### config.mk
export PLATFORM = sky130hd
export DESIGN_NAME = ctrl_port_reset_powerdown
export DESIGN_NICKNAME = d
export VERILOG_FILES = /design/src/rtl/ctrl_port_pkg.sv /design/src/rtl/ctrl_port_reset_powerdown.sv /design/src/rtl/sync_stage.sv
export SDC_FILE = /design/constraint.sdc
export NUM_CORES = 1
export LEC_CHECK = 0
export BUFFER_PORTS_ARGS = -buffer_cell sky130_fd_sc_hd__buf_2
export CELL_PAD_IN_SITES_DETAIL_PLACEMENT = 1
export CELL_PAD_IN_SITES_GLOBAL_PLACEMENT = 1
export CORE_UTILIZATION = 30
export CTS_BUF_LIST = sky130_fd_sc_hd__clkbuf_4 sky130_fd_sc_hd__clkbuf_8
export DETAILED_ROUTE_END_ITERATION = 10
export PLACE_DENSITY_LB_ADDON = 0.1
export SETUP_SLACK_MARGIN = 0.02
export SLEW_MARGIN = 20
export SYNTH_ARGS = -nofsm -noshare
export SYNTH_HDL_FRONTEND = slang
export SYNTH_SLANG_ARGS = --single-unit
### constraint.sdc
create_clock -name sys_clk -period 7.8 [get_ports sys_clk]
set_input_delay 1.95 -clock sys_clk [delete_from_list [all_inputs] [get_ports sys_clk]]
set_output_delay 1.95 -clock sys_clk [all_outputs]
set_load 0.005 [all_outputs]
### src/rtl/ctrl_port_pkg.sv
// Constants and types for the control port, reset and power-down block
package ctrl_port_pkg;

    // Register addresses, 16-bit register space
    localparam logic [15:0] ADDR_PORT_CFG = 16'h0000;
    localparam logic [15:0] ADDR_PLL_PD = 16'h0010;
    localparam logic [15:0] ADDR_OUT_FIRST = 16'h00F0;
    localparam logic [15:0] ADDR_OUT_LAST = 16'h00FB;
    localparam logic [15:0] ADDR_CHAN0 = 16'h0192;
    localparam logic [15:0] ADDR_CHAN1 = 16'h0195;
    localparam logic [15:0] ADDR_CHAN2 = 16'h0198;
    localparam logic [15:0] ADDR_CHAN3 = 16'h019B;
    localparam logic [15:0] ADDR_DIST = 16'h0230;
    localparam logic [15:0] ADDR_NV_CTRL = 16'h0B02;

    // Field positions
    localparam int PORT_CFG_RST_LO_BIT = 2;
    localparam int PORT_CFG_RST_HI_BIT = 5;
    localparam int DIST_PD_BIT = 1;
    localparam int OUT_PD_BIT = 0;
    localparam int CHAN_PD_BIT = 2;
    localparam int NV_LOAD_BIT = 1;

    // Reset values
    localparam logic [7:0] PORT_CFG_RESET = 8'h00;
    localparam logic [1:0] PLL_PD_RESET = 2'h0;
    localparam logic [11:0] OUT_PD_RESET = 12'h000;
    localparam logic [3:0] CHAN_PD_RESET = 4'h0;
    localparam logic DIST_PD_RESET = 1'b0;

    // Sizes
    localparam int NUM_OUTPUTS = 12;
    localparam int NUM_CHANNELS = 4;
    localparam int OUTS_PER_CHAN = 3;
    localparam int SYNC_WIDTH = 10;

    // Target address upper bits, fixed
    localparam logic [3:0] I2C_ADDR_FIXED = 4'hB;

    // Timing
    localparam int SYS_CLK_NS = 4;
    localparam int NV_WAIT_NS = 20_000_000;
    localparam int NV_WAIT_CYC = NV_WAIT_NS / SYS_CLK_NS;
    localparam int NV_WAIT_BITS = 24;
    localparam int STRAP_SETTLE = 3;

    // Three-level strap pin as seen after the pad comparators
    typedef enum logic [1:0] {
        LVL_LOW = 2'b00,
        LVL_OPEN = 2'b01,
        LVL_HIGH = 2'b10
    } pin_level_t;

    // PLL power-down field
    typedef enum logic [1:0] {
        PLL_RUN = 2'b00,
        PLL_PD_ASYNC = 2'b01,
        PLL_RUN_ALT = 2'b10,
        PLL_PD_SYNC = 2'b11
    } pll_pd_mode_t;

    // Serial target states
    typedef enum logic [2:0] {
        ST_IDLE = 3'b000,
        ST_ADDR = 3'b001,
        ST_REGHI = 3'b010,
        ST_REGLO = 3'b011,
        ST_WDATA = 3'b100,
        ST_READ = 3'b101,
        ST_IGNORE = 3'b110
    } tgt_state_t;

endpackage

### src/rtl/ctrl_port_reset_powerdown.sv
// Serial control target, soft reset and power-down control
`timescale 1ns/100ps
module ctrl_port_reset_powerdown #(
    parameter int NvWaitCycles = ctrl_port_pkg::NV_WAIT_CYC
) (
    input wire logic sys_clk,
    input wire logic sys_rst,
    input wire logic sclIn,
    input wire logic sdaIn,
    output logic sdaOut,
    output logic sdaOe,
    input wire logic [1:0] port_sel_hi,
    input wire logic [1:0] port_sel_lo,
    input wire logic nvSelect,
    input wire logic chip_sleep_n,
    input wire logic chargePumpEvent,
    input wire logic distClkLow,
    output logic spiEnable,
    output logic i2cEnable,
    output logic [6:0] i2cAddress,
    output logic pllOff,
    output logic vcoOff,
    output logic [3:0] dividerOff,
    output logic [11:0] driverOff,
    output logic cmosTristate,
    output logic lvdsHiZ,
    output logic distPowerDown,
    output logic outputsStatic,
    output logic softResetActive,
    output logic loadDefaults,
    output logic nvReloadReq,
    output logic alignReq
);

    // Synchronised pins
    logic [9:0] rawIn;
    logic [9:0] syncIn;
    logic sclS, sdaS, nvSelS, sleepReqS, cpS, clkLowS;
    logic [1:0] selHiS, selLoS;
    logic sclQ, sdaQ, cpQ;
    logic sclRise, sclFall, startCond, stopCond, cpRise;

    // Strap capture
    logic [1:0] strapCnt;
    logic strapTaken;

    // Serial target
    ctrl_port_pkg::tgt_state_t state;
    logic [3:0] bitCnt;
    logic [7:0] shiftIn;
    logic [7:0] txShift;
    logic [15:0] regAddr;
    logic sdaDrive;
    logic wrStrobe;
    logic [15:0] wrAddr;
    logic [7:0] wrData;
    logic [7:0] readData;
    logic [2:0] txIdx;

    // Reset control
    logic [7:0] portCfg;
    logic softPending;
    logic nvBit;
    logic defPulse;
    logic nvPulse;
    logic alignPulse;
    logic [ctrl_port_pkg::NV_WAIT_BITS-1:0] nvWaitCnt;

    // Control registers
    ctrl_port_pkg::pll_pd_mode_t pllMode;
    logic distPd;
    logic [11:0] outPd;
    logic [3:0] chanPd;
    logic pllPd;
    logic sleepGate;
    logic sleepAlign;
    logic [11:0] next_driverOff;

    // Output-register address decode
    function automatic logic isOutAddr(input logic [15:0] a);
        return (a >= ctrl_port_pkg::ADDR_OUT_FIRST) &&
               (a <= ctrl_port_pkg::ADDR_OUT_LAST);
    endfunction

    // Channel register decode, one-hot
    function automatic logic [3:0] chanSel(input logic [15:0] a);
        return {a == ctrl_port_pkg::ADDR_CHAN3,
                a == ctrl_port_pkg::ADDR_CHAN2,
                a == ctrl_port_pkg::ADDR_CHAN1,
                a == ctrl_port_pkg::ADDR_CHAN0};
    endfunction

    // Three-level strap to its digit
    function automatic logic [2:0] levelVal(input logic [1:0] p);
        unique case (p)
            ctrl_port_pkg::LVL_LOW: return 3'h0;
            ctrl_port_pkg::LVL_OPEN: return 3'h1;
            default: return 3'h2;
        endcase
    endfunction

    // Every pin passes two flops; sampling at 250 MHz covers both bus rates
    // Bus lines cross inverted, so the flops' reset level is the idle bus
    assign rawIn = 10'h300 ^ {sclIn, sdaIn, port_sel_hi, port_sel_lo,
                   nvSelect, ~chip_sleep_n, chargePumpEvent,
                   distClkLow};
    sync_stage #(
        .WIDTH(ctrl_port_pkg::SYNC_WIDTH)
    ) u_sync (
        .clk(sys_clk),
        .rst(sys_rst),
        .d(rawIn),
        .q(syncIn)
    );
    assign {sclS, sdaS, selHiS, selLoS, nvSelS, sleepReqS, cpS,
            clkLowS} = syncIn ^ 10'h300;

    // Edge history of synchronised lines
    always_ff @(posedge sys_clk or posedge sys_rst) begin
        if (sys_rst) begin
            sclQ <= 1'b1;
            sdaQ <= 1'b1;
            cpQ <= 1'b0;
        end else begin
            sclQ <= sclS;
            sdaQ <= sdaS;
            cpQ <= cpS;
        end
    end

    assign sclRise = sclS & ~sclQ;
    assign sclFall = ~sclS & sclQ;
    assign startCond = sclS & sclQ & sdaQ & ~sdaS;
    assign stopCond = sclS & sclQ & ~sdaQ & sdaS;
    assign cpRise = cpS & ~cpQ;

    // Straps taken once, after the synchronisers have settled
    always_ff @(posedge sys_clk or posedge sys_rst) begin
        if (sys_rst) begin
            strapCnt <= 2'h0;
            strapTaken <= 1'b0;
            spiEnable <= 1'b0;
            i2cEnable <= 1'b0;
            i2cAddress <= 7'h00;
        end else if (!strapTaken) begin
            if (strapCnt == 2'(ctrl_port_pkg::STRAP_SETTLE)) begin
                strapTaken <= 1'b1;
                spiEnable <= (selHiS == ctrl_port_pkg::LVL_HIGH) &&
                             (selLoS == ctrl_port_pkg::LVL_HIGH);
                i2cEnable <= !((selHiS == ctrl_port_pkg::LVL_HIGH) &&
                               (selLoS == ctrl_port_pkg::LVL_HIGH));
                i2cAddress <= {ctrl_port_pkg::I2C_ADDR_FIXED,
                               3'(levelVal(selHiS) * 3'h3 +
                                  levelVal(selLoS))};
            end else begin
                strapCnt <= strapCnt + 2'h1;
            end
        end
    end

    assign txIdx = 3'h7 - bitCnt[2:0];

    // Byte engine: bits in on SCL rise, SDA changes only on SCL fall
    always_ff @(posedge sys_clk or posedge sys_rst) begin
        if (sys_rst) begin
            state <= ctrl_port_pkg::ST_IDLE;
            bitCnt <= 4'h0;
            shiftIn <= 8'h00;
            txShift <= 8'h00;
            regAddr <= 16'h0000;
            sdaDrive <= 1'b0;
            wrStrobe <= 1'b0;
            wrAddr <= 16'h0000;
            wrData <= 8'h00;
        end else begin
            wrStrobe <= 1'b0;
            if (!i2cEnable) begin
                state <= ctrl_port_pkg::ST_IDLE;
                sdaDrive <= 1'b0;
            end else if (startCond || stopCond) begin
                // Partial byte is dropped by clearing the count
                state <= startCond ? ctrl_port_pkg::ST_ADDR :
                                     ctrl_port_pkg::ST_IDLE;
                bitCnt <= 4'h0;
                sdaDrive <= 1'b0;
            end else if (state != ctrl_port_pkg::ST_IDLE &&
                         state != ctrl_port_pkg::ST_IGNORE) begin
                if (sclRise) begin
                    if (bitCnt < 4'h8) begin
                        shiftIn <= {shiftIn[6:0], sdaS};
                        bitCnt <= bitCnt + 4'h1;
                    end else begin
                        bitCnt <= 4'h9;
                        // Controller left SDA high: reading ends here
                        if (state == ctrl_port_pkg::ST_READ && sdaS) begin
                            state <= ctrl_port_pkg::ST_IGNORE;
                        end
                    end
                end else if (sclFall) begin
                    if (bitCnt == 4'h8) begin
                        unique case (state)
                            ctrl_port_pkg::ST_ADDR: begin
                                if (shiftIn[7:1] == i2cAddress) begin
                                    sdaDrive <= 1'b1;
                                    state <= shiftIn[0] ?
                                        ctrl_port_pkg::ST_READ :
                                        ctrl_port_pkg::ST_REGHI;
                                end else begin
                                    state <= ctrl_port_pkg::ST_IGNORE;
                                end
                            end
                            ctrl_port_pkg::ST_REGHI: begin
                                regAddr[15:8] <= shiftIn;
                                sdaDrive <= 1'b1;
                                state <= ctrl_port_pkg::ST_REGLO;
                            end
                            ctrl_port_pkg::ST_REGLO: begin
                                regAddr[7:0] <= shiftIn;
                                sdaDrive <= 1'b1;
                                state <= ctrl_port_pkg::ST_WDATA;
                            end
                            ctrl_port_pkg::ST_WDATA: begin
                                wrStrobe <= 1'b1;
                                wrAddr <= regAddr;
                                wrData <= shiftIn;
                                regAddr <= regAddr + 16'h0001;
                                sdaDrive <= 1'b1;
                            end
                            ctrl_port_pkg::ST_READ: begin
                                sdaDrive <= 1'b0;
                                regAddr <= regAddr + 16'h0001;
                            end
                            ctrl_port_pkg::ST_IDLE,
                            ctrl_port_pkg::ST_IGNORE: begin
                                sdaDrive <= 1'b0;
                            end
                        endcase
                    end else if (bitCnt == 4'h9) begin
                        bitCnt <= 4'h0;
                        if (state == ctrl_port_pkg::ST_READ) begin
                            txShift <= readData;
                            sdaDrive <= ~readData[7];
                        end else begin
                            sdaDrive <= 1'b0;
                        end
                    end else if (state == ctrl_port_pkg::ST_READ &&
                                 bitCnt != 4'h0) begin
                        sdaDrive <= ~txShift[txIdx];
                    end
                end
            end else begin
                sdaDrive <= 1'b0;
            end
        end
    end

    // Open-drain data pin; SCL is input only
    assign sdaOut = 1'b0;
    assign sdaOe = sdaDrive;

    // Read-back of the registers held here; others read zero
    always_comb begin
        readData = 8'h00;
        if (regAddr == ctrl_port_pkg::ADDR_PORT_CFG) begin
            readData = portCfg;
        end else if (regAddr == ctrl_port_pkg::ADDR_PLL_PD) begin
            readData = {6'h00, pllMode};
        end else if (isOutAddr(regAddr)) begin
            readData = {7'h00, outPd[regAddr[3:0]]};
        end else if (chanSel(regAddr) != 4'h0) begin
            readData = {5'h00, |(chanSel(regAddr) & chanPd), 2'h0};
        end else if (regAddr == ctrl_port_pkg::ADDR_DIST) begin
            readData = {6'h00, distPd, 1'b0};
        end else if (regAddr == ctrl_port_pkg::ADDR_NV_CTRL) begin
            readData = {6'h00, nvBit, 1'b0};
        end
    end

    // Soft reset and reload bits; clearing waits for one more SCL rise
    always_ff @(posedge sys_clk or posedge sys_rst) begin
        if (sys_rst) begin
            portCfg <= ctrl_port_pkg::PORT_CFG_RESET;
            softPending <= 1'b0;
            nvBit <= 1'b0;
            defPulse <= 1'b0;
            nvPulse <= 1'b0;
            alignPulse <= 1'b0;
        end else begin
            defPulse <= 1'b0;
            nvPulse <= 1'b0;
            alignPulse <= 1'b0;
            if (wrStrobe && wrAddr == ctrl_port_pkg::ADDR_PORT_CFG) begin
                portCfg <= wrData;
                if (wrData[ctrl_port_pkg::PORT_CFG_RST_LO_BIT] &&
                    wrData[ctrl_port_pkg::PORT_CFG_RST_HI_BIT]) begin
                    softPending <= 1'b1;
                end
            end else if (softPending && sclRise) begin
                portCfg[ctrl_port_pkg::PORT_CFG_RST_LO_BIT] <= 1'b0;
                portCfg[ctrl_port_pkg::PORT_CFG_RST_HI_BIT] <= 1'b0;
                softPending <= 1'b0;
                defPulse <= ~nvSelS;
                nvPulse <= nvSelS;
                alignPulse <= 1'b1;
            end
            if (wrStrobe && wrAddr == ctrl_port_pkg::ADDR_NV_CTRL) begin
                // Without the select pin the bit never sets
                nvBit <= wrData[ctrl_port_pkg::NV_LOAD_BIT] & nvSelS;
            end else if (nvBit && sclRise) begin
                nvBit <= 1'b0;
                nvPulse <= 1'b1;
            end
        end
    end

    // Reload settle time before outputs may toggle again
    always_ff @(posedge sys_clk or posedge sys_rst) begin
        if (sys_rst) begin
            nvWaitCnt <= '0;
        end else if (nvPulse) begin
            nvWaitCnt <= ctrl_port_pkg::NV_WAIT_BITS'(NvWaitCycles);
        end else if (nvWaitCnt != '0) begin
            nvWaitCnt <= nvWaitCnt - 1'b1;
        end
    end

    // Control registers; writes land even while asleep
    always_ff @(posedge sys_clk or posedge sys_rst) begin
        if (sys_rst) begin
            pllMode <= ctrl_port_pkg::pll_pd_mode_t'(
                ctrl_port_pkg::PLL_PD_RESET);
            distPd <= ctrl_port_pkg::DIST_PD_RESET;
            outPd <= ctrl_port_pkg::OUT_PD_RESET;
            chanPd <= ctrl_port_pkg::CHAN_PD_RESET;
        end else if (defPulse) begin
            pllMode <= ctrl_port_pkg::pll_pd_mode_t'(
                ctrl_port_pkg::PLL_PD_RESET);
            distPd <= ctrl_port_pkg::DIST_PD_RESET;
            outPd <= ctrl_port_pkg::OUT_PD_RESET;
            chanPd <= ctrl_port_pkg::CHAN_PD_RESET;
        end else if (wrStrobe) begin
            if (wrAddr == ctrl_port_pkg::ADDR_PLL_PD) begin
                pllMode <= ctrl_port_pkg::pll_pd_mode_t'(wrData[1:0]);
            end
            if (wrAddr == ctrl_port_pkg::ADDR_DIST) begin
                distPd <= wrData[ctrl_port_pkg::DIST_PD_BIT];
            end
            if (isOutAddr(wrAddr)) begin
                outPd[wrAddr[3:0]] <= wrData[ctrl_port_pkg::OUT_PD_BIT];
            end
            for (int c = 0; c < ctrl_port_pkg::NUM_CHANNELS; c++) begin
                if (chanSel(wrAddr)[c]) begin
                    chanPd[c] <= wrData[ctrl_port_pkg::CHAN_PD_BIT];
                end
            end
        end
    end

    // PLL power-down; the synchronous mode waits for the charge pump
    always_ff @(posedge sys_clk or posedge sys_rst) begin
        if (sys_rst) begin
            pllPd <= 1'b0;
        end else begin
            unique case (pllMode)
                ctrl_port_pkg::PLL_PD_ASYNC: pllPd <= 1'b1;
                ctrl_port_pkg::PLL_PD_SYNC: begin
                    if (cpRise) begin
                        pllPd <= 1'b1;
                    end
                end
                ctrl_port_pkg::PLL_RUN,
                ctrl_port_pkg::PLL_RUN_ALT: pllPd <= 1'b0;
            endcase
        end
    end

    // Sleep gate moves only while the output clock is low, so no runts
    always_ff @(posedge sys_clk or posedge sys_rst) begin
        if (sys_rst) begin
            sleepGate <= 1'b0;
            sleepAlign <= 1'b0;
        end else begin
            sleepAlign <= 1'b0;
            if (clkLowS && sleepGate != sleepReqS) begin
                sleepGate <= sleepReqS;
                sleepAlign <= ~sleepReqS;
            end
        end
    end

    // Driver off when itself, its channel, distribution or sleep says so
    generate
        for (genvar i = 0; i < ctrl_port_pkg::NUM_OUTPUTS; i++) begin : g_drv
            assign next_driverOff[i] = outPd[i] | distPd | sleepGate |
                chanPd[i / ctrl_port_pkg::OUTS_PER_CHAN];
        end
    endgenerate

    // Registered outputs
    always_ff @(posedge sys_clk or posedge sys_rst) begin
        if (sys_rst) begin
            pllOff <= 1'b0;
            vcoOff <= 1'b0;
            dividerOff <= 4'h0;
            driverOff <= 12'h000;
            cmosTristate <= 1'b0;
            lvdsHiZ <= 1'b0;
            distPowerDown <= 1'b0;
            outputsStatic <= 1'b0;
            softResetActive <= 1'b0;
            loadDefaults <= 1'b0;
            nvReloadReq <= 1'b0;
            alignReq <= 1'b0;
        end else begin
            pllOff <= pllPd | sleepGate;
            vcoOff <= sleepGate;
            dividerOff <= chanPd | {4{sleepGate}};
            driverOff <= next_driverOff;
            cmosTristate <= sleepGate;
            lvdsHiZ <= sleepGate;
            distPowerDown <= distPd;
            outputsStatic <= softPending | nvBit | defPulse | nvPulse |
                             (nvWaitCnt != '0);
            softResetActive <= softPending;
            loadDefaults <= defPulse;
            nvReloadReq <= nvPulse;
            alignReq <= alignPulse | sleepAlign;
        end
    end

endmodule

### src/rtl/sync_stage.sv
// Two flip-flop synchroniser for a bundle of independent levels
`timescale 1ns/100ps
module sync_stage #(
    parameter int WIDTH = 1
) (
    input wire logic clk,
    input wire logic rst,
    input wire logic [WIDTH-1:0] d,
    output logic [WIDTH-1:0] q
);

    logic [WIDTH-1:0] meta;

    // First stage feeds only the second
    always_ff @(posedge clk or posedge rst) begin
        if (rst) begin
            meta <= '0;
            q <= '0;
        end else begin
            meta <= d;
            q <= meta;
        end
    end

endmodule

Yosys cells after proc, flatten, opt, wreduce, memory -nomap -nowiden --
Index checks and enable logic that the tools add are counted. W data, S select, Z words.
Cells by class: multipliers 1, reduce and logical (&&, ||, !) cells 64, add/sub/neg operators 6, mux-type cells 95, eq/ne operators 46, bitwise gates (word level) 70, magnitude comparators 9
Operator list (count):
- $eq A16 B9 Y1 const B | 8
- $mux W3 | 17
- $mux W24 | 2
- $mux W1 | 47
- $or A1 B1 Y1 | 42
- $mux W12 | 3
- $mux W4 | 9
- $eq A16 B10 Y1 const B | 2
- $eq A16 B12 Y1 const B | 2
- $eq A16 B5 Y1 const B | 2
- $ge A16 B8 Y1 const B | 2
- $le A16 B8 Y1 const B | 2
- $logic_not A16 Y1 | 2
- $pmux W8 S2 | 2
- $reduce_bool A2 Y1 | 14
- $reduce_bool A24 Y1 | 1
- $sub A24 B1 Y24 const B | 1
- $reduce_and A7 Y1 | 3
- $reduce_and A2 Y1 | 10
- $add A16 B1 Y16 const B | 1
- $not A1 Y1 | 15
- $logic_and A1 B1 Y1 | 13
- $bwmux W12 | 1
- $ne A4 B4 Y1 const B | 3
- other kinds (51) | 87
Storage, ports and cells: output and inout bits 37, logic and storage cells 339, register bits after elaboration 180

Depth between registers and ports, before layout --
Gate-level depths: netlist of the first run.
word-level depth 16, depth in mapped cells 9, depth with buffers taken out 7

Cells and area by module --
Synthesis of the first run repeated with hierarchy kept, for this count alone.
Second synthesis, totals: cells, all modules 795, area, all modules 8479.4 um^2
Modules (own cells, without submodules):
- ctrl_port_reset_powerdown | area each 7975.1 um^2, times used 1, cells each 774
- sync_stage | area each 504.2 um^2, times used 1, cells each 21

Worst setup path after synthesis of the first run --
No wires, ideal clock.
path kind reg-to-output, start point register, netlist name i2cAddress[3], end point output port i2cAddress[4], stages on the path, launching flop included 2, arrival time 0.544 ns, path slack 5.306 ns, buffers on the path 1, cells stage by stage dfrtp_1 buf_4
RTL lines:
- end: declaration | line ctrl_port_reset_powerdown.sv:20 | output logic [6:0] i2cAddress,
No word-level cell between the ends.

Final worst setup path of the first run --
start point register i2cEnable, end point output port i2cEnable
RTL lines:
- start: declaration | line ctrl_port_reset_powerdown.sv:19 | output logic i2cEnable,
- start signal: assignment | line ctrl_port_reset_powerdown.sv:150 | i2cEnable <= !((selHiS == ctrl_port_pkg::LVL_HIGH) &&
No word-level cell between the ends.

==> impl_metrics.csv, run 1 <==
group,metric,value,unit
clock_tree,clkLatencyLatePin,460,ps
timing,drv_slew,0,
final_layout,area_delta_synth_final,11.2,%
worst_setup_path,cp.required,5850,ps
place,portBuffers,46,
detailed_routing,routed_wl,22700,um
timing,clock_skew,24.5,ps
synthesis,ys_ff_latch,180,
power_and_ir_drop,peakVddDrop,0.0986,mV
timing,setup_tns,0,ps
timing,hold_viol_final,0,
final_layout,drive_gt1_share,18.2,%
worst_setup_path,timing.critical_path.max_delay_family,"flip-flops",
timing,whs,361,ps
synthesis,synth_area_leaders,"dfrtp_1, mux2_2, mux2i_1, nor2_1, nand2_1",
final_layout,utilization,34.0,%
detailed_routing,drc_errors,0,
power_and_ir_drop,power,1.75,mW
synthesis,synth_top_family_by_area,"simple AND/OR/NAND/NOR gates",
clock_tree,cts_tree,"built",
global_routing,grt_util_met2,28.6,%
clock_tree,cts_hold_buffers,0,
die,core_area,0.0279,mm2
synthesis,syn_avg_cell_area,10.6,um2
clock_tree,numClockSinks,180,
synthesis,yosysMostFrequentCell,"dfrtp_1",
global_routing,first_global_vias,6792,
final_layout,final_cells,1219,
synthesis,synth_edf_count,0,
detailed_routing,drt_iter0_markers,260,
worst_setup_path,crit_chain,"buf_2",
clock_tree,cts_buffer_depth,2,
worst_setup_path,start_kind,"flip-flop",
place,placed_area,0.00909,mm2
outcome,status,"finished, final reports clean",
clock_tree,root_buffer,"clkbuf_8",
synthesis,yosysSeqAreaShare,52.7,%
detailed_routing,post_drt_wl_per_cell,18.7,um
clock_tree,post-cts-setup-buffers,0,
timing,post-route-period-util,41.3,%
place,placedCellCount,1188,
worst_setup_path,end_kind,"output pin",
synthesis,yosys.area.top_type,"dfrtp_1",
timing,rsz0062_at_grt,"false",
job,cap_viol_max_count,0,
worst_setup_path,cp_max_fo,10,
place,hpwl,15900,um
detailed_routing,post_drt_via_cell_ratio,5.23,
final_layout,layout.nets,857,
synthesis,synth_xor_area_share,1.23,%
global_routing,gr-usage-all-layers,16.5,%
worst_setup_path,critPathBufInv,1,
global_routing,grt_pass1_wl,37700,um
synthesis,synth_area,0.00855,mm2
hold_path,hold_path.class,"reg2reg",
global_routing,grt.overflow.total,0,
synthesis,yosysUniqueCellTypes,68,
detailed_routing,vias,6372,
power_and_ir_drop,share_seq_of_total_power,56.0,%
die,num_rows,61,
power_and_ir_drop,power_switching_share,25.1,%
clock_tree,cts.reportedPaths.clkPinSlew,100,ps
worst_setup_path,slowest_delay,620,ps
detailed_routing,postRouteAntennaNets,0,
timing,slew_headroom,41.0,%
power_and_ir_drop,power_density,184,mW/mm2
synthesis,synth_top_area_share,52.1,%
timing,fin_crit,3220,ps
power_and_ir_drop,p_sw,440,uW
die,floorplan.die.height,171,um
power_and_ir_drop,p_int,1.31,mW
place,gp_congestion,0.766,
die,start_util,30.6,%
power_and_ir_drop,clkPwrFrac,38.8,%
final_layout,fillers,3194,
synthesis,synth_mux_area_share,9.09,%
synthesis,synth-warning-count,0,
final_layout,fin_area,0.00951,mm2
timing,fin_ws,4580,ps
worst_setup_path,crit_type,"reg2out",
synthesis,async_flop_share,100,%
synthesis,synth_common_cells,"dfrtp_1, nor2_1, nand2_1, mux2_2, a21oi_1",
place,place_ws,4130,ps
clock_tree,cts_buffers,17,
timing,worst_pin_slew,886,ps
power_and_ir_drop,p_comb_share,5.2,%
synthesis,synth_adder_area_share,2.34,%
synthesis,synth_compound_area_share,10.3,%
global_routing,use_met1,21.8,%
global_routing,grt_max_degree,116,
die,die_area,0.0292,mm2
power_and_ir_drop,p_leak,4.35,nW
die,die_w,171,um
worst_setup_path,cp.arrival,1270,ps
synthesis,yosys.area_share.simple,20.6,%
detailed_routing,firstDrtPassIters,4,
timing,fmax,310,MHz
synthesis,synthFlopType,"dfrtp_1",
synthesis,synthCells,807,
global_routing,grt-busiest-layer,"met2",
timing,setup_viol,0,
die,io_pins,49,
global_routing,grtUsageMet3,2.64,%
clock_tree,postCtsResizedCells,0,
global_routing,antenna_found_initial,0,
clock_tree,cts-htree-levels,4,
worst_setup_path,cp_slowest_cell,"dfrtp_1",
final_layout,antenna_cells,0,
[power by group through the flow]
stage	registers, mW	logic [mW]	clock network, mW
after floorplan	0.989	0.0632	0
after global placement	1.00	0.0916	0
after detailed placement	1.00	0.0933	0
after CTS	0.983	0.0942	0.711
after global routing	0.986	0.104	0.742
final	0.982	0.0909	0.680
[layout make-up]
type,instances,area (um2),area share (%)
flip-flops and latches,180,4510,47.4
multi-input cells,554,3750,39.4
well taps,378,473,4.97
repair buffers,52,275,2.89
clock buffers,17,234,2.46
clock inverters,14,175,1.84
inverters,24,97.6,1.03
[worst register-to-register path, cell delays in order, from the launching register on]
cell      delay, ps
dfstp_2         560
inv_1            40
ha_1            400
nor2b_1         330
o211ai_1        310
nor4_4          290
buf_4           370
mux2_2          400
[placed cells by master (no fill, tap or decap), drive strengths merged, types with 9 or more instances in the layout]
master	n
dfrtp	178
nor2	60
nand2	59
buf	52
mux2	39
a21oi	38
o21ai	35
nand3	32
inv	28
mux2i	27
or4	23
nand4	21
nor3	21
or3	18
clkbuf	17
nor2b	16
ha	16
nor4	14
a31oi	12
or2	11
xor2	9
o31ai	9
[cells by family (layout without fill, tap and decap cells)]
kind of cell | Yosys count | in the layout
fa+ha+maj | 16 | 16
buf+inv | 74 | 107
xor+xnor | 12 | 12
flops | 180 | 180
simple gates | 315 | 315
other cells | 1 | 2
mux | 69 | 69
compound gates | 140 | 140
[per-layer routing]
layer	up-vias	share of wire [%]
met3	7	1.7
met1	3332	47
met5	-	0
met4	0	0.54
met2	66	50
li1	2967	-
[registers in the layout, indices dropped and copies added, names as in the netlist, 4 cells and up]
| register | flops |
|---|---|
| txShift | 8 |
| chanPd | 4 |
| wrData | 8 |
| shiftIn | 8 |
| dividerOff | 4 |
| u_sync.meta | 10 |
| i2cAddress | 4 |
| wrAddr | 16 |
| driverOff | 12 |
| outPd | 12 |
| regAddr | 16 |
| nvWaitCnt | 24 |
| portCfg | 8 |
| u_sync.q | 10 |
| bitCnt | 4 |
[worst paths after layout]
check	cells past startpoint	from	slack, ps	end
worst min register to register	0	u_sync.meta[2]$_DFF_PP0_	360	u_sync.q[2]$_DFF_PP0_
worst max register to register	7	sclQ$_DFF_PP1_	4960	wrAddr[2]$_DFFE_PP0P_
worst max-delay path	1	i2cEnable$_DFFE_PP0P_	4580	i2cEnable
max in group asynchronous	3	sys_rst	4720	shiftIn[6]$_DFFE_PP0P_
min in group asynchronous	2	sys_rst	1630	u_sync.q[9]$_DFF_PP0_
worst min-delay path	0	u_sync.meta[2]$_DFF_PP0_	360	u_sync.q[2]$_DFF_PP0_
(Power assumes the default switching activity.)
==> run 2: changes to the inputs <==
==> constraint.sdc (replaced) <==
create_clock -name sys_clk -period 2.6 [get_ports sys_clk]
set_input_delay 0.65 -clock sys_clk [delete_from_list [all_inputs] [get_ports sys_clk]]
set_output_delay 0.65 -clock sys_clk [all_outputs]
set_load 0.005 [all_outputs]
==> run 2 against run 1 <==
  * Flip-flop and latch count did not move
  * Core utilization rose by 0.98 points
  * First-iteration DRC count rose by 17%
  * Clock-buffer cell count did not move
  * Register-to-register slack got worse by 4700 ps
==> impl_metrics.csv, run 2 (synthesis gave the netlist of run 1 again) <==
group,metric,value,unit
die,die_area,0.0292,mm2
detailed_routing,vias,6419,
power_and_ir_drop,p_int,3.80,mW
final_layout,final_cell_mix,"dfrtp_1, nor2_1, nand2_1",
clock_tree,post-cts-setup-buffers,0,
worst_setup_path,cp_max_fo,25,
clock_tree,clkLatencyLatePin,470,ps
timing,fmax,427,MHz
place,hpwl,16800,um
power_and_ir_drop,p_leak,4.50,nW
global_routing,antenna_found_initial,0,
final_layout,final_common_cell,"dfrtp_1",
die,num_rows,61,
timing,whs,278,ps
hold_path,whs_endpoint,"u_sync.meta[6]$_DFF_PP0_",
worst_setup_path,timing.critical_path.max_delay_family,"flip-flops",
worst_setup_path,startpoint,"sclQ$_DFF_PP1_",
detailed_routing,postRouteAntennaNets,0,
die,die_w,171,um
clock_tree,cts_tree,"built",
power_and_ir_drop,p_sw,1.42,mW
worst_setup_path,r2r_end,"wrAddr[6]$_DFFE_PP0P_",
final_layout,top_regs,"nvWaitCnt x24, regAddr x16, wrAddr x16",
clock_tree,cts_buffers,17,
worst_setup_path,reg2regPathDepth,7,
detailed_routing,firstDrtPassIters,4,
worst_setup_path,regToRegSetupSlack,260,ps
timing,slew_headroom,47.1,%
die,core_area,0.0279,mm2
hold_path,hold_start,"port_sel_hi[0]",
timing,post-route-period-util,90.0,%
global_routing,gr-usage-all-layers,16.7,%
clock_tree,cts-htree-levels,4,
timing,clock_skew,15.1,ps
worst_setup_path,start_kind,"flip-flop",
global_routing,grtUsageMet3,3.01,%
worst_setup_path,critPathBufInv,2,
clock_tree,cts_buffer_depth,2,
timing,setup_viol,0,
worst_setup_path,cp.required,2960,ps
worst_setup_path,cp_slowest_cell,"dfstp_2",
hold_path,holdPathStages,1,
final_layout,largest_reg_flops,24,
detailed_routing,drc_errors,0,
place,portBuffers,46,
power_and_ir_drop,power_density,534,mW/mm2
timing,fin_crit,2340,ps
global_routing,grt_util_met2,28.8,%
clock_tree,numClockSinks,180,
global_routing,grt_max_degree,31,
die,io_pins,49,
detailed_routing,post_drt_wl_per_cell,18.4,um
worst_setup_path,crit_chain,"inv_1 -> ha_1 -> nor2b_1 -> o211ai_1 -> nor4_4 -> buf_12 -> mux2_2",
power_and_ir_drop,share_seq_of_total_power,56.3,%
detailed_routing,post_drt_via_cell_ratio,5.15,
final_layout,layout.nets,884,
worst_setup_path,cp.depth,7,
final_layout,regMostFlops,"nvWaitCnt",
detailed_routing,drt_iter0_markers,305,
clock_tree,postCtsResizedCells,0,
timing,drv_slew,0,
place,gp_congestion,0.792,
clock_tree,root_buffer,"clkbuf_8",
clock_tree,cts_hold_buffers,0,
final_layout,fillers,3173,
worst_setup_path,r2r_start,"sclQ$_DFF_PP1_",
worst_setup_path,slowest_delay,570,ps
timing,fin_ws,259,ps
timing,setup_tns,0,ps
power_and_ir_drop,power_switching_share,27.1,%
power_and_ir_drop,p_comb_share,5.7,%
global_routing,first_global_vias,6796,
final_layout,drive_gt1_share,20.8,%
global_routing,grt_pass1_wl,37700,um
worst_setup_path,cp.arrival,2700,ps
timing,worst_pin_slew,793,ps
global_routing,use_met1,21.7,%
global_routing,grt.overflow.total,0,
final_layout,antenna_cells,0,
global_routing,grt-busiest-layer,"met2",
timing,rsz0062_at_grt,"false",
job,cap_viol_max_count,0,
die,floorplan.die.height,171,um
die,start_util,30.6,%
detailed_routing,routed_wl,23000,um
place,place_ws,164,ps
clock_tree,cts.reportedPaths.clkPinSlew,110,ps
power_and_ir_drop,clkPwrFrac,38.0,%
power_and_ir_drop,peakVddDrop,0.264,mV
hold_path,hold_path.class,"in2reg",
worst_setup_path,crit_type,"reg2reg",
timing,hold_viol_final,0,
worst_setup_path,end_kind,"flip-flop",
outcome,status,"finished, final reports clean",
final_layout,area_delta_synth_final,14.4,%
-- run 2: cell count changes in the layout (fill, tap and decap cells not counted), moves of 2 or more --
cell and change:
bufinv_16 -2, inv_6 -3, clkinv_2 -2, buf_4 +20, clkinv_4 +2, inv_8 +4
buf_12 +7
-- run 2: how the worst max path moves through the flow --
stage / end / slack [ps]
2_1_floorplan: alignPulse$_DFF_PP0_ / -360
3_3_place_gp: regAddr[8]$_DFFE_PP0P_ / 300
3_5_place_dp: regAddr[11]$_DFFE_PP0P_ / 160
4_1_cts: regAddr[11]$_DFFE_PP0P_ / 130
5_1_grt: txShift[1]$_DFFE_PP0P_ / 40
6_report: wrAddr[6]$_DFFE_PP0P_ / 260
-- run 2: layer usage --
layer  wire length (um)  part of all wire [%]  vias up
met4                231                   1.0        0
met1              10800                    47     3315
met2              11500                    50       73
li1                   -                     -     3018
met3                526                   2.3       13
met5                  0                     0        -
-- run 2: per-stage QoR --
step	total power [mW]	util, %	instance area (um2)	cells
6_report	5.22	35.0	9780	1247
3_3_place_gp	3.30	33.6	9370	1215
5_1_grt	5.47	35.0	9780	1247
2_1_floorplan	3.16	-	8560	808
3_5_place_dp	3.30	33.6	9370	1215
4_1_cts	5.33	35.0	9780	1247
-- run 2: cell type report --
type | instances | area (um2) | area share (%)
clock inverter | 15 | 169 | 1.73
clock buffer | 17 | 234 | 2.39
tap | 378 | 473 | 4.84
sequential | 180 | 4510 | 46.1
inverter | 24 | 93.8 | 0.959
timing repair buffer | 79 | 566 | 5.78
multi-input combinational | 554 | 3740 | 38.2
-- run 2: worst register-to-register path, stage by stage, from the launching register on --
cell and delay [ps]:
dfstp_2 570, inv_1 50, ha_1 180, nor2b_1 240, o211ai_1 280, nor4_4 320, buf_12 230, mux2_2 370
-- run 2: power by group through the flow --
stage	Combinational, mW	Clock (mW)	Sequential, mW
6_report	0.296	1.98	2.94
5_1_grt	0.341	2.17	2.95
4_1_cts	0.307	2.08	2.94
3_5_place_dp	0.305	0	3.00
3_3_place_gp	0.300	0	3.00
2_1_floorplan	0.190	0	2.97
